<file path="src/include/sdiag_pkg.sv">
/*
 Constants for the serial diagnostic status block: status, detail and
 request bit positions, reset values and timing counts.
 Assumes a 100 MHz system clock.
*/
package sdiag_pkg;
	localparam int          CLK_HZ         = 100_000_000;
	localparam int          MAX_CHAIN      = 31;
	localparam int          WARN_TIME_MIN  = 30;
	localparam longint      WARN_CYCLES    = longint'(WARN_TIME_MIN) * 60 * CLK_HZ;
	// Response status byte bits
	localparam int          RSP_OUT_EN     = 0;
	localparam int          RSP_ACT_ID     = 1;
	localparam int          RSP_FB_OPEN    = 3;
	localparam int          RSP_INPUTS     = 4;
	localparam int          RSP_HYST       = 5;
	localparam int          RSP_WARN       = 6;
	localparam int          RSP_ERR        = 7;
	// Fault detail byte bits
	localparam int          DET_OUT1       = 0;
	localparam int          DET_OUT2       = 1;
	localparam int          DET_CROSS      = 2;
	localparam int          DET_TEMP       = 3;
	localparam int          DET_ACTUATOR   = 4;
	localparam int          DET_INTERNAL   = 5;
	localparam int          DET_COMM       = 6;
	// Request command byte bits
	localparam int          REQ_ERR_ACK    = 7;
	localparam logic [7:0]  BYTE_RESET     = 8'h00;
endpackage

</file>
<file path="src/rtl/sdiag_status.sv">
/*
 Serial diagnostic status and fault management of one chained safety sensor.
 Builds the response status byte and fault detail byte, takes the request
 command byte, latches errors, times warnings and gates the safety outputs.
 Assumes fault causes and sensor conditions arrive synchronous to clock.
*/
// Behaviour
// - Chain holds at most 31 sensors, each with its own byte slots.
// - Response and detail bytes are driven continuously, no poll needed.
// - On gateway communication loss, safety outputs keep their state; link loss counts as a warning, so after 30 minutes they go off.
// - Status bit 0 means outputs enabled; bit 1 actuator present and identified.
// - Bit 3 feedback open or reset not pressed; bit 4 both inputs energised.
// - Bit 5 hysteresis margin; bit 6 warning delayed off, also set with any error; bit 7 error.
// - Every status, warning and error bit is active high.
// - Internal safety error switches safety outputs off promptly.
// - Latched error clears once cause gone and request bit 7 falls or guard opens.
// - Output-related errors stay latched until the next output enabling.
// - Non-critical fault gives warning, outputs stay enabled.
// - Warning clears itself as soon as its cause disappears.
// - Warning lasting 30 minutes also switches the safety outputs off.
// - Detail byte shows faults whenever a warning or error is flagged.
// - Detail bits 0 to 3: output one, output two, cross-wiring, overtemperature.
// - Warning detail bit 6 flags gateway communication failure.
// - Error detail bit 4 wrong actuator, bit 5 internal failure.
`timescale 1ns/1ps
module sdiag_status #(
	parameter int     CHAIN_POS   = 0,
	parameter longint WARN_LIMIT  = sdiag_pkg::WARN_CYCLES
) (
	// Clock and reset
	input  wire logic        clock,
	input  wire logic        rst,
	// Sensor conditions
	input  wire logic        actuator_identified,
	input  wire logic        actuator_in_hysteresis,
	input  wire logic        feedback_closed,
	input  wire logic        safety_input_one,
	input  wire logic        safety_input_two,
	input  wire logic        guard_open,
	// Fault causes, warning class
	input  wire logic        warn_out1,
	input  wire logic        warn_out2,
	input  wire logic        warn_cross,
	input  wire logic        warn_temp,
	input  wire logic        warn_internal,
	// Fault causes, error class
	input  wire logic        err_out1,
	input  wire logic        err_out2,
	input  wire logic        err_cross,
	input  wire logic        err_temp,
	input  wire logic        err_actuator,
	input  wire logic        err_internal,
	// Link to gateway
	input  wire logic        comm_ok,
	input  wire logic        request_valid,
	input  wire logic [7:0]  request_command_byte,
	// Results
	output logic [7:0]       response_status_byte,
	output logic [7:0]       fault_detail_byte,
	output logic             safety_output_one,
	output logic             safety_output_two
);
	// Refused at elaboration: positions past the chain end, empty timer
	if (CHAIN_POS < 0 || CHAIN_POS >= sdiag_pkg::MAX_CHAIN)
	begin : g_bad_pos
		$error("Chain position out of range");
	end
	if (WARN_LIMIT < 1)
	begin : g_bad_limit
		$error("Warning limit must be positive");
	end

	function automatic logic any_bit(input logic [7:0] v);
		any_bit = |v;
	endfunction

	// Output faults cannot be seen repaired until the outputs enable again
	function automatic logic is_output_fault(input int idx);
		is_output_fault = (idx <= sdiag_pkg::DET_CROSS);
	endfunction

	// Whether one latched error bit may drop; a live cause always keeps it
	function automatic logic may_clear(
		input int   idx,
		input logic cause,
		input logic rel_edge,
		input logic ack,
		input logic guard
	);
		if (cause)
			may_clear = 1'b0;
		else if (is_output_fault(idx))
			may_clear = rel_edge;
		else
			may_clear = ack || guard;
	endfunction

	// Conditions under which the outputs may enable
	function automatic logic enable_ready(
		input logic act_id,
		input logic fb_closed,
		input logic in1,
		input logic in2
	);
		enable_ready = act_id && fb_closed && in1 && in2;
	endfunction

	// Warning vector in detail byte order
	function automatic logic [7:0] warn_pack(
		input logic out1,
		input logic out2,
		input logic crossed,
		input logic temp,
		input logic internal,
		input logic link_lost
	);
		warn_pack                          = sdiag_pkg::BYTE_RESET;
		warn_pack[sdiag_pkg::DET_OUT1]     = out1;
		warn_pack[sdiag_pkg::DET_OUT2]     = out2;
		warn_pack[sdiag_pkg::DET_CROSS]    = crossed;
		warn_pack[sdiag_pkg::DET_TEMP]     = temp;
		warn_pack[sdiag_pkg::DET_INTERNAL] = internal;
		warn_pack[sdiag_pkg::DET_COMM]     = link_lost;
	endfunction

	// Error vector in detail byte order
	function automatic logic [7:0] err_pack(
		input logic out1,
		input logic out2,
		input logic crossed,
		input logic temp,
		input logic actuator,
		input logic internal
	);
		err_pack                          = sdiag_pkg::BYTE_RESET;
		err_pack[sdiag_pkg::DET_OUT1]     = out1;
		err_pack[sdiag_pkg::DET_OUT2]     = out2;
		err_pack[sdiag_pkg::DET_CROSS]    = crossed;
		err_pack[sdiag_pkg::DET_TEMP]     = temp;
		err_pack[sdiag_pkg::DET_ACTUATOR] = actuator;
		err_pack[sdiag_pkg::DET_INTERNAL] = internal;
	endfunction

	// Response byte layout; bit 2 carries no meaning and stays low
	function automatic logic [7:0] status_pack(
		input logic out_en,
		input logic act_id,
		input logic fb_closed,
		input logic inputs_live,
		input logic hyst,
		input logic warn_any,
		input logic err_any
	);
		status_pack                         = sdiag_pkg::BYTE_RESET;
		status_pack[sdiag_pkg::RSP_OUT_EN]  = out_en;
		status_pack[sdiag_pkg::RSP_ACT_ID]  = act_id;
		status_pack[sdiag_pkg::RSP_FB_OPEN] = !fb_closed;
		status_pack[sdiag_pkg::RSP_INPUTS]  = inputs_live;
		status_pack[sdiag_pkg::RSP_HYST]    = hyst;
		status_pack[sdiag_pkg::RSP_WARN]    = warn_any || err_any;
		status_pack[sdiag_pkg::RSP_ERR]     = err_any;
	endfunction

	// Error details take priority over warning details
	function automatic logic [7:0] detail_pick(
		input logic [7:0] errs,
		input logic [7:0] warns
	);
		if (any_bit(errs))
			detail_pick = errs;
		else
			detail_pick = warns;
	endfunction

	logic [7:0]  warn_vec;
	logic [7:0]  err_cause;
	logic [7:0]  err_q;
	logic [7:0]  err_d;
	logic        ack_q;
	logic        outs_q;
	logic        outs_d;
	logic        warn_exp_q;
	logic [63:0] warn_cnt_q;
	logic        comm_lost;
	logic        enable_req;
	logic        enable_q;
	logic        release_edge;
	logic        outs_block;
	logic        warn_any;
	logic        err_any;

	assign comm_lost = !comm_ok;

	assign warn_vec = warn_pack(
		warn_out1,
		warn_out2,
		warn_cross,
		warn_temp,
		warn_internal,
		comm_lost
	);

	assign err_cause = err_pack(
		err_out1,
		err_out2,
		err_cross,
		err_temp,
		err_actuator,
		err_internal
	);

	// Acknowledge edge: request bit 7 falling, only from fresh requests
	logic ack_fall;
	assign ack_fall = request_valid && ack_q && !request_command_byte[sdiag_pkg::REQ_ERR_ACK];

	always_ff @(posedge clock or posedge rst)
	begin
		if (rst)
			ack_q <= 1'b0;
		else if (request_valid)
			ack_q <= request_command_byte[sdiag_pkg::REQ_ERR_ACK];
	end

	// Conditions to enable outputs; errors and expired warnings block it
	assign enable_req = enable_ready(
		actuator_identified,
		feedback_closed,
		safety_input_one,
		safety_input_two
	);

	// Release: enabling conditions newly met; clears output faults
	assign release_edge = enable_req && !enable_q;

	always_ff @(posedge clock or posedge rst)
	begin
		if (rst)
			enable_q <= 1'b0;
		else
			enable_q <= enable_req;
	end

	// Error latch; a new cause wins over any clear in the same cycle
	always_comb
	begin
		err_d = err_q;
		for (int i = 0; i < 8; i++)
		begin
			if (may_clear(i, err_cause[i], release_edge, ack_fall, guard_open))
				err_d[i] = 1'b0;
		end
		err_d = err_d | err_cause;
	end

	always_ff @(posedge clock or posedge rst)
	begin
		if (rst)
			err_q <= sdiag_pkg::BYTE_RESET;
		else
			err_q <= err_d;
	end

	// Warning timer, restarted whenever the warning vanishes; saturates
	always_ff @(posedge clock or posedge rst)
	begin
		if (rst)
			warn_cnt_q <= '0;
		else if (!any_bit(warn_vec))
			warn_cnt_q <= '0;
		else if (warn_cnt_q < 64'(WARN_LIMIT - 1))
			warn_cnt_q <= warn_cnt_q + 64'd1;
	end

	// Expiry flag, held while the same warning episode lasts
	always_ff @(posedge clock or posedge rst)
	begin
		if (rst)
			warn_exp_q <= 1'b0;
		else if (!any_bit(warn_vec))
			warn_exp_q <= 1'b0;
		else if (warn_cnt_q >= 64'(WARN_LIMIT - 1))
			warn_exp_q <= 1'b1;
	end

	// Latched or live errors and an expired warning force the outputs off
	assign outs_block = any_bit(err_q) || any_bit(err_cause) || warn_exp_q;

	// Output gate; errors and expired warnings force off, else on link loss the outputs hold
	always_comb
	begin
		if (outs_block)
			outs_d = 1'b0;
		else if (comm_lost)
			outs_d = outs_q;
		else
			outs_d = enable_req;
	end

	always_ff @(posedge clock or posedge rst)
	begin
		if (rst)
			outs_q <= 1'b0;
		else
			outs_q <= outs_d;
	end

	// Both channels fed from one gate; two flops mirror the two pins
	always_ff @(posedge clock or posedge rst)
	begin
		if (rst)
			safety_output_one <= 1'b0;
		else
			safety_output_one <= outs_d;
	end

	always_ff @(posedge clock or posedge rst)
	begin
		if (rst)
			safety_output_two <= 1'b0;
		else
			safety_output_two <= outs_d;
	end

	assign warn_any = any_bit(warn_vec);
	assign err_any  = any_bit(err_d);

	// Response byte rebuilt every cycle, no poll needed
	always_ff @(posedge clock or posedge rst)
	begin
		if (rst)
			response_status_byte <= sdiag_pkg::BYTE_RESET;
		else
			response_status_byte <= status_pack(
				outs_d,
				actuator_identified,
				feedback_closed,
				safety_input_one && safety_input_two,
				actuator_in_hysteresis,
				warn_any,
				err_any
			);
	end

	// Detail byte follows the latched errors, else the live warnings
	always_ff @(posedge clock or posedge rst)
	begin
		if (rst)
			fault_detail_byte <= sdiag_pkg::BYTE_RESET;
		else
			fault_detail_byte <= detail_pick(err_d, warn_vec);
	end
endmodule

</file>
<file path="config.mk">
export PLATFORM = sky130hd
export DESIGN_NAME = sdiag_status
export DESIGN_NICKNAME = d
export VERILOG_FILES = /design/src/include/sdiag_pkg.sv /design/src/rtl/sdiag_status.sv
export SDC_FILE = /design/constraint.sdc
export NUM_CORES = 1
export LEC_CHECK = 0
export BUFFER_PORTS_ARGS = -buffer_cell sky130_fd_sc_hd__buf_2
export CORE_ASPECT_RATIO = 1.1
export CORE_UTILIZATION = 50
export DETAILED_ROUTE_END_ITERATION = 7
export GPL_TIMING_DRIVEN = 0
export PLACE_DENSITY = 0.7
export SETUP_SLACK_MARGIN = 0.1
export SYNTH_ARGS = -nofsm -noshare
export SYNTH_HDL_FRONTEND = slang
export SYNTH_SLANG_ARGS = --single-unit
</file>
<file path="constraint.sdc">
create_clock -name clock -period 7.1 [get_ports clock]
set_input_delay 0.355 -clock clock [delete_from_list [all_inputs] [get_ports clock]]
set_output_delay 0.355 -clock clock [all_outputs]
set_load 0.005 [all_outputs]
</file>
Yosys cells after proc, flatten, opt, wreduce, memory -nomap -nowiden
Cells that the tools add are included.
{"block": "word_totals", "regBits": 91, "wordCells": 54, "inputBits": 29, "out_inout_bits": 18}
{"block": "op_classes", "eq_ne": 2, "reduce_logical": 19, "muxes": 21, "n_lt_le_gt_ge": 2, "bitwise_logic": 1, "add_sub_neg": 1}
{"cell": "64-bit two-way mux", "count": 2}
{"cell": "64-bit by 1-bit adder with 64-bit output, second input constant", "count": 1}
{"cell": "64-bit by 38-bit >= comparator with 1-bit output, second input constant", "count": 1}
{"cell": "64-bit by 38-bit less-than comparator with 1-bit output, second input constant", "count": 1}
{"cell": "1-bit two-way mux", "count": 18}
{"cell": "8-bit OR reduction", "count": 2}
{"cell": "6-bit OR reduction", "count": 2}
{"cell": "8-bit two-way mux", "count": 1}
{"cell": "8-bit by 6-bit OR with 8-bit output", "count": 1}
{"cell": "1-bit logical AND", "count": 7}
{"cell": "1-bit logical NOT", "count": 4}
{"cell": "1-bit logical OR", "count": 4}
{"cell": "2-bit by 1-bit inequality test with 1-bit output, second input constant", "count": 2}

Logic depth before layout (Yosys ltp)
Gate-level depths: netlist of the first run.
{"block": "depth", "ltp_word": 9, "ltp_mapped": 8, "mapped_depth_nobuf": 7}

Least setup slack after synthesis of the first run
No wires, ideal clock.
{"block": "synth_timing", "path_type": "register -> register", "startpoint": "register warn_cnt_q[57]", "endpoint": "register warn_cnt_q[33]", "path_stages_with_launch": 8, "arrival_ns": 2.127, "setup_time_ns": 0.078, "n_path_buf": 1, "period_less_slack_ns": 2.205, "t_required_ns": 7.022, "setup_slack_ns": 4.895, "path_cell_list": "dfrtp_1 nor4_1 nand4_1 a2111oi_2 buf_4 nand4_4 or4_1 a21oi_1"}
{"block": "synth_via", "elab_chain_cells": 2}
{"element": "start, declared", "line_no": "sdiag_status.sv:183", "source": "logic [63:0] warn_cnt_q;"}
{"element": "start signal, assigned", "line_no": "sdiag_status.sv:271", "source": "warn_cnt_q <= warn_cnt_q + 64'd1;"}
{"element": "64-bit by 38-bit less-than comparator with 1-bit output", "line_no": "sdiag_status.sv:270", "source": "else if (warn_cnt_q < 64'(WARN_LIMIT - 1))"}
{"element": "2-bit by 1-bit inequality test with 1-bit output (no line)"}
No other way between the ends.
A chain may end at the register's enable or synchronous reset.

Final worst setup path of the first run
{"block": "layout_timing", "startpoint": "register warn_cnt_q[34]", "endpoint": "register warn_cnt_q[52]"}
{"block": "layout_via", "elab_chain_cells": 3, "word_cells_on_any_way": 5, "classes_between": "add/sub: 1; order compare: 1; eq/ne: 1; mux: 2"}
{"element": "64-bit by 1-bit adder with 64-bit output", "line_no": "sdiag_status.sv:271"}
{"element": "64-bit two-way mux", "line_no": "sdiag_status.sv:270"}
{"element": "64-bit two-way mux", "line_no": "sdiag_status.sv:268", "source": "else if (!any_bit(warn_vec))"}
Parallel ways exist; a longest one is shown, timed or not. The select of a mux whose other input is x is not followed.

==> results of run 1 <==
==> final cells by class <==
| class | count | share of cell area |
|---|---|---|
| sequential | 90 | 0.495 |
| multi-input combinational | 260 | 0.359 |
| clock inverter | 7 | 0.0165 |
| tap | 105 | 0.0289 |
| buffer | 15 | 0.0165 |
| inverter | 8 | 0.00715 |
| clock buffer | 9 | 0.0272 |
| timing repair buffer | 40 | 0.0501 |
==> registers in the layout, indices dropped and copies added (netlist names) <==
signal	count
ack_q	1
enable_q	1
err_q	8
fault_detail_byte	8
response_status_byte	7
warn_cnt_q	64
warn_exp_q	1
==> worst register-to-register path, cell delays in order (launching register included) <==
cell,delay (ns)
dfrtp_1,0.46
or4_1,0.57
nor4_1,0.40
o2111ai_1,0.19
buf_2,0.25
nand2_2,0.17
clkbuf_1,0.40
and3_1,0.24
==> layout by cell type (no fill, tap or decap), types with 3 or more instances in the layout <==
cell type  synthesis  layout
o31ai_1            4       4
buf_2              3      41
xor2_1            20      20
and4_1             7       7
or4_1              7       7
clkbuf_1           8       8
and3_1            21      21
inv_1              8       7
or3_1             12      12
nor3_1             7       7
a21oi_1           13      13
nand2_1           17      17
and2_1            15      15
nor4_1            12      12
o21a_1             4       4
o21ai_0           11      11
inv_6              0       3
a21o_1            13      13
clkbuf_8           0       9
buf_4              4       4
nand3_1           23      23
nand2b_1           3       3
dfrtp_1           90      90
nor2_1            33      33
nand4_1           15      15
==> stage by stage <==
| step | hold WS (ns) | std cells |
|---|---|---|
| after detailed placement | 0.346 | 517 |
| after global routing | 0.0852 | 534 |
| after CTS | 0.0865 | 534 |
| after floorplan | 0.386 | 373 |
| final | 0.0952 | 534 |
| after global placement | 0.464 | 516 |
==> cells by family after synthesis <==
kind of cell	Yosys count
simple gates	181
flops	90
compound gates	55
buf+inv	23
xor+xnor	20
mux	2
fa+ha+maj	1
other cells	1
==> worst paths after layout <==
| kind | endpoint | slack (ns) |
|---|---|---|
| setup reg to reg | warn_cnt_q[52] | 4.37 |
| max in group asynchronous | warn_cnt_q[0] | 5.97 |
| hold / removal | response_status_byte[5] | 0.1 |
| setup / recovery | warn_cnt_q[52] | 4.37 |
| hold reg to reg | warn_cnt_q[56] | 0.49 |
| min in group asynchronous | warn_cnt_q[12] | 0.50 |
==> power breakdown <==
part / switching (W) / internal (W)
combinational: 0.000116 / 0.0000887
clock: 0.000194 / 0.000166
sequential: 0.0000964 / 0.000589
==> per-layer routing <==
| metal | up-vias | track usage | wire length (um) |
|---|---|---|---|
| li1 | 1467 | - | - |
| met1 | 1531 | 0.297 | 3810 |
| met2 | 47 | 0.345 | 3960 |
| met3 | 14 | 0.0494 | 227 |
| met4 | 0 | 0.0888 | 129 |
| met5 | - | 0 | 0 |
==> results.yml, run 1 <==
status:
  status: "complete, no violations"
logic_synthesis:
  syn_inst: 373
  ys_seq_area_frac: 0.565
  synth_top_family_by_area: "simple AND/OR/NAND/NOR gates"
  synth_nets: 403
  synth_largest_area_cell: "dfrtp_1"
  synth_top_flop_cell: "dfrtp_1"
  synth_edf_count: 0
  synthTopCellsByArea: "dfrtp_1 56%, xor2_1 4.4%, and3_1 3.3%"
  synth-warning-count: 0
  synthArstFlopShare: 1.00
  yosysTopAreaCellShare: 0.565
  synth.avg_cell_area_um2: 10.7
  synth_xor_area_frac: 0.0439
  synth_compound_area_frac: 0.0976
  synthMuxAreaShare: 0.00533
  synth_cell_types: 40
  synth_most_common_cell: "dfrtp_1"
  yosys.area_share.adder: 0.00314
  syn_area_mm2: 0.00399
  synthSimpleGateAreaFrac: 0.258
  ys_seq_elements: 90
  synth_common_cells: "90 x dfrtp_1, 33 x nor2_1, 23 x nand3_1"
timing:
  relSlewSlack: 0.130
  fin_setup_tns_ns: 0
  worst_pin_slew_ns: 1.30
  rsz0062_at_grt: "false"
  clock_skew_ns: 0.0104
  fin_crit_sh: 0.385
  finalMaxSlewViolations: 0
  max_freq_mhz: 366
  fin_crit_ns: 2.73
  finalWorstSetupSlack_ns: 4.37
  hold_violations: 0
  setup_violations: 0
worst_setup_path:
  cp-end-kind: "register"
  critPathLaunchType: "register"
  crit_cells: 7
  crit_arrival_ns: 3.04
  reg2reg_from: "warn_cnt_q[34]"
  path_buf_inv: 2
  path_delay_family: "simple AND/OR/NAND/NOR gates"
  slowest_stage: "or4_1"
  critical_path.max_stage_delay_ns: 0.57
  crit_type: "register to register"
  cp.required_ns: 7.40
  cp_cell_sequence: "or4_1 > nor4_1 > o2111ai_1 > buf_2 > nand2_2 > clkbuf_1 > and3_1"
  critical_path.startpoint: "warn_cnt_q[34]"
  ff2ff_path_depth: 7
  worstPathMaxFanout: 10
placed_design:
  place.gp.congestion: 0.835
  place_hpwl_um: 5630
  dp_slack_ns: 4.31
  placed_area_mm2: 0.00434
  numPortBuffers: 38
layout:
  n_antenna_cell: 0
  multi_input_area_mm2: 0.00163
  fin_util: 0.599
  fillerInstances: 672
  area_delta_synth_final_pct: 14.1
  nNetsFinal: 454
  final_cell_area_mm2: 0.00455
  regArea_mm2: 0.00225
  post_route_cells_drive_above_1_share: 0.166
power_and_ir_drop:
  vdd_ir_drop_max_v: 0.000126
  power_w: 0.00125
  power.density_mw_per_mm2: 275
  power_leakage_nw: 2.02
drt:
  antenna_left: 0
  drtIter0Drc: 152
  avgViaCountPerCell: 5.73
  vias: 3059
  wl_per_cell_um: 15.2
  routed_wl_um: 8130
  drcViolationCount: 0
  dr.pass1.iters: 4
floorplan:
  die_w_um: 87.2
  ioPinCount: 47
  coreArea_mm2: 0.00760
  start_util: 0.525
  design.die.area_mm2: 0.00834
  die_h_um: 95.7
  rows: 33
clock_tree:
  clock_path_buffers: 2
  cts_max_level: 3
  ctsHoldBuffers: 1
  cts_tree: "yes"
  cts_root_buf: "clkbuf_8"
  clock_latency_ns: 0.37
  cts_resized: 0
  cts_buffers: 9
  post-cts-setup-buffer-count: 0
  cts.sinks: 90
  clkTransAtPathRegs_ns: 0.10
grt:
  antenna_found_initial: 0
  grt_max_degree: 69
  grt_usage: 0.220
  grt_overflow: 0
  grt_pass1_wl_um: 13900
  first_global_vias: 2921
run:
  cap_violations: 0
hold_path:
  hold_class: "input port to register"
  holdPathStages: 1
  min-delay-start: "actuator_in_hysteresis"
No activity file was read; power rests on OpenSTA's default activity.
==> inputs of run 2 (changes only) <==
clock period = 2.6 ns   (was 7.1 ns; I/O delays follow)
==> run 2 against run 1 <==
Routed wire length grew 5.1%. Critical path depth is the same. Utilization grew 3.4 points. Cell area grew 5.7%. Maximum frequency grew 8.6%. Sequential share of layout area shrank 2.7 points. Critical path type unchanged. Largest cell class unchanged.
==> results.yml, run 2 (synthesis results as in run 1) <==
grt:
  grt_usage: 0.228
  grt_max_degree: 69
  first_global_vias: 3035
  antenna_found_initial: 0
  grt_pass1_wl_um: 14400
  grt_overflow: 0
layout:
  post_route_cells_drive_above_1_share: 0.199
  nNetsFinal: 473
  mostFrequentLayoutCells: "89 x dfrtp_1, 42 x buf_2, 33 x nor2_1, 23 x nand3_1, 21 x and3_1"
  final_common_cell: "dfrtp_1"
  reg_top3: "warn_cnt_q (64), err_q (8), fault_detail_byte (8)"
  instances_no_fill: 553
  largest_reg_flops: 64
  regMostFlops: "warn_cnt_q"
  n_antenna_cell: 0
  area_delta_synth_final_pct: 20.6
  fin_util: 0.633
clock_tree:
  clock_latency_ns: 0.36
  cts_root_buf: "clkbuf_8"
  cts_tree: "yes"
  clock_path_buffers: 2
  cts_max_level: 3
  cts_buffers: 9
  clkTransAtPathRegs_ns: 0.10
  cts.sinks: 90
run:
  cap_violations: 0
worst_setup_path:
  worstPathMaxFanout: 5
  cp.required_ns: 2.89
  critical_path.startpoint: "warn_cnt_q[18]"
  cp-end-kind: "register"
  reg2reg_from: "warn_cnt_q[18]"
  crit_arrival_ns: 2.81
  critPathLaunchType: "register"
  crit_type: "register to register"
timing:
  max_freq_mhz: 397
  finalWorstSetupSlack_ns: 0.0808
  rsz0062_at_grt: "true"
  finalMaxSlewViolations: 0
  setup_violations: 0
  relSlewSlack: 0.150
  worst_pin_slew_ns: 1.27
  hold_violations: 0
  whs_ns: 0.0237
  fin_crit_ns: 2.52
  clock_skew_ns: 0.0102
  fin_crit_sh: 0.969
status:
  status: "complete, no violations"
placed_design:
  dp_slack_ns: -0.126
  place.gp.congestion: 0.835
  placed_cells: 517
  place_hpwl_um: 5630
  numPortBuffers: 38
floorplan:
  design.die.area_mm2: 0.00834
  start_util: 0.525
  ioPinCount: 47
  die_w_um: 87.2
  coreArea_mm2: 0.00760
  die_h_um: 95.7
  rows: 33
drt:
  wl_per_cell_um: 15.5
  routed_wl_um: 8540
  drcViolationCount: 0
  met3WireLength_um: 317
  vias: 3144
  met1Wirelength_um: 3840
  antenna_left: 0
  drtIter0Drc: 192
  dr_wl_met2_um: 4220
  avgViaCountPerCell: 5.69
  dr.pass1.iters: 4
  top_layer_used: "met4"
power_and_ir_drop:
  vdd_ir_drop_max_v: 0.000344
  power.density_mw_per_mm2: 723
  power_leakage_nw: 2.14
hold_path:
  hold_class: "input port to register"
  min-delay-start: "warn_internal"
[run 2: layout make-up]
class,count,area (um^2)
Tap cell,105,131
Sequential cell,90,2250
Clock buffer,9,124
Clock inverter,7,75.1
Timing Repair Buffer,59,398
Fill cell,628,2790
Inverter,8,32.5
Buffer,15,83.8
Multi-Input combinational cell,260,1710
[run 2: repair_timing]
action                                  in CTS  in global routing
gates resized for setup                      9                  9
pin swaps                                    4                  5
gates cloned                                 0                  0
hold buffers                                11                  1
endpoints found under the setup margin      38                 37
setup buffers                                1                  7
endpoints found under the hold margin       31                  1
[run 2: final timing paths]
path / to / slack [ns] / cells past startpoint
setup / recovery: warn_cnt_q[20] / 0.08 / 7
hold / removal: fault_detail_byte[5] / 0.02 / 2
setup reg to reg: warn_cnt_q[20] / 0.08 / 7
hold reg to reg: warn_cnt_q[44] / 0.50 / 1
max in group asynchronous: warn_cnt_q[34] / 1.67 / 4
min in group asynchronous: warn_cnt_q[12] / 0.29 / 3
[run 2: worst max-delay path, cell delays in order (launching register included)]
cell,delay (ns)
dfrtp_1,0.45
a31oi_1,0.27
o2111ai_2,0.19
a2111oi_4,0.46
buf_4,0.18
nand4_1,0.18
or4_1,0.56
a21oi_1,0.16
[run 2: power by group]
part	internal, W	total, W	switching, W	leakage (nW)
Clock	0.000453	0.000982	0.000529	0.104
Combinational	0.000281	0.000622	0.000341	0.929
Sequential	0.00161	0.00187	0.000262	1.11
[run 2: routing by layer]
layer  vias to the layer above  GRT usage
met5                         -          0
met4                         0     0.0915
met3                        17     0.0519
met2                        65      0.362
met1                      1557      0.305
li1                       1505          -
[run 2: through the flow]
stage	total power, W	cell area [um^2]	setup TNS (ns)
after floorplan	0.00225	3990	0
after global placement	0.00242	4310	-75.88
after detailed placement	0.00245	4340	-0.993
after CTS	0.00346	4710	0
after global routing	0.00368	4810	-0.0360
final	0.00348	4810	0
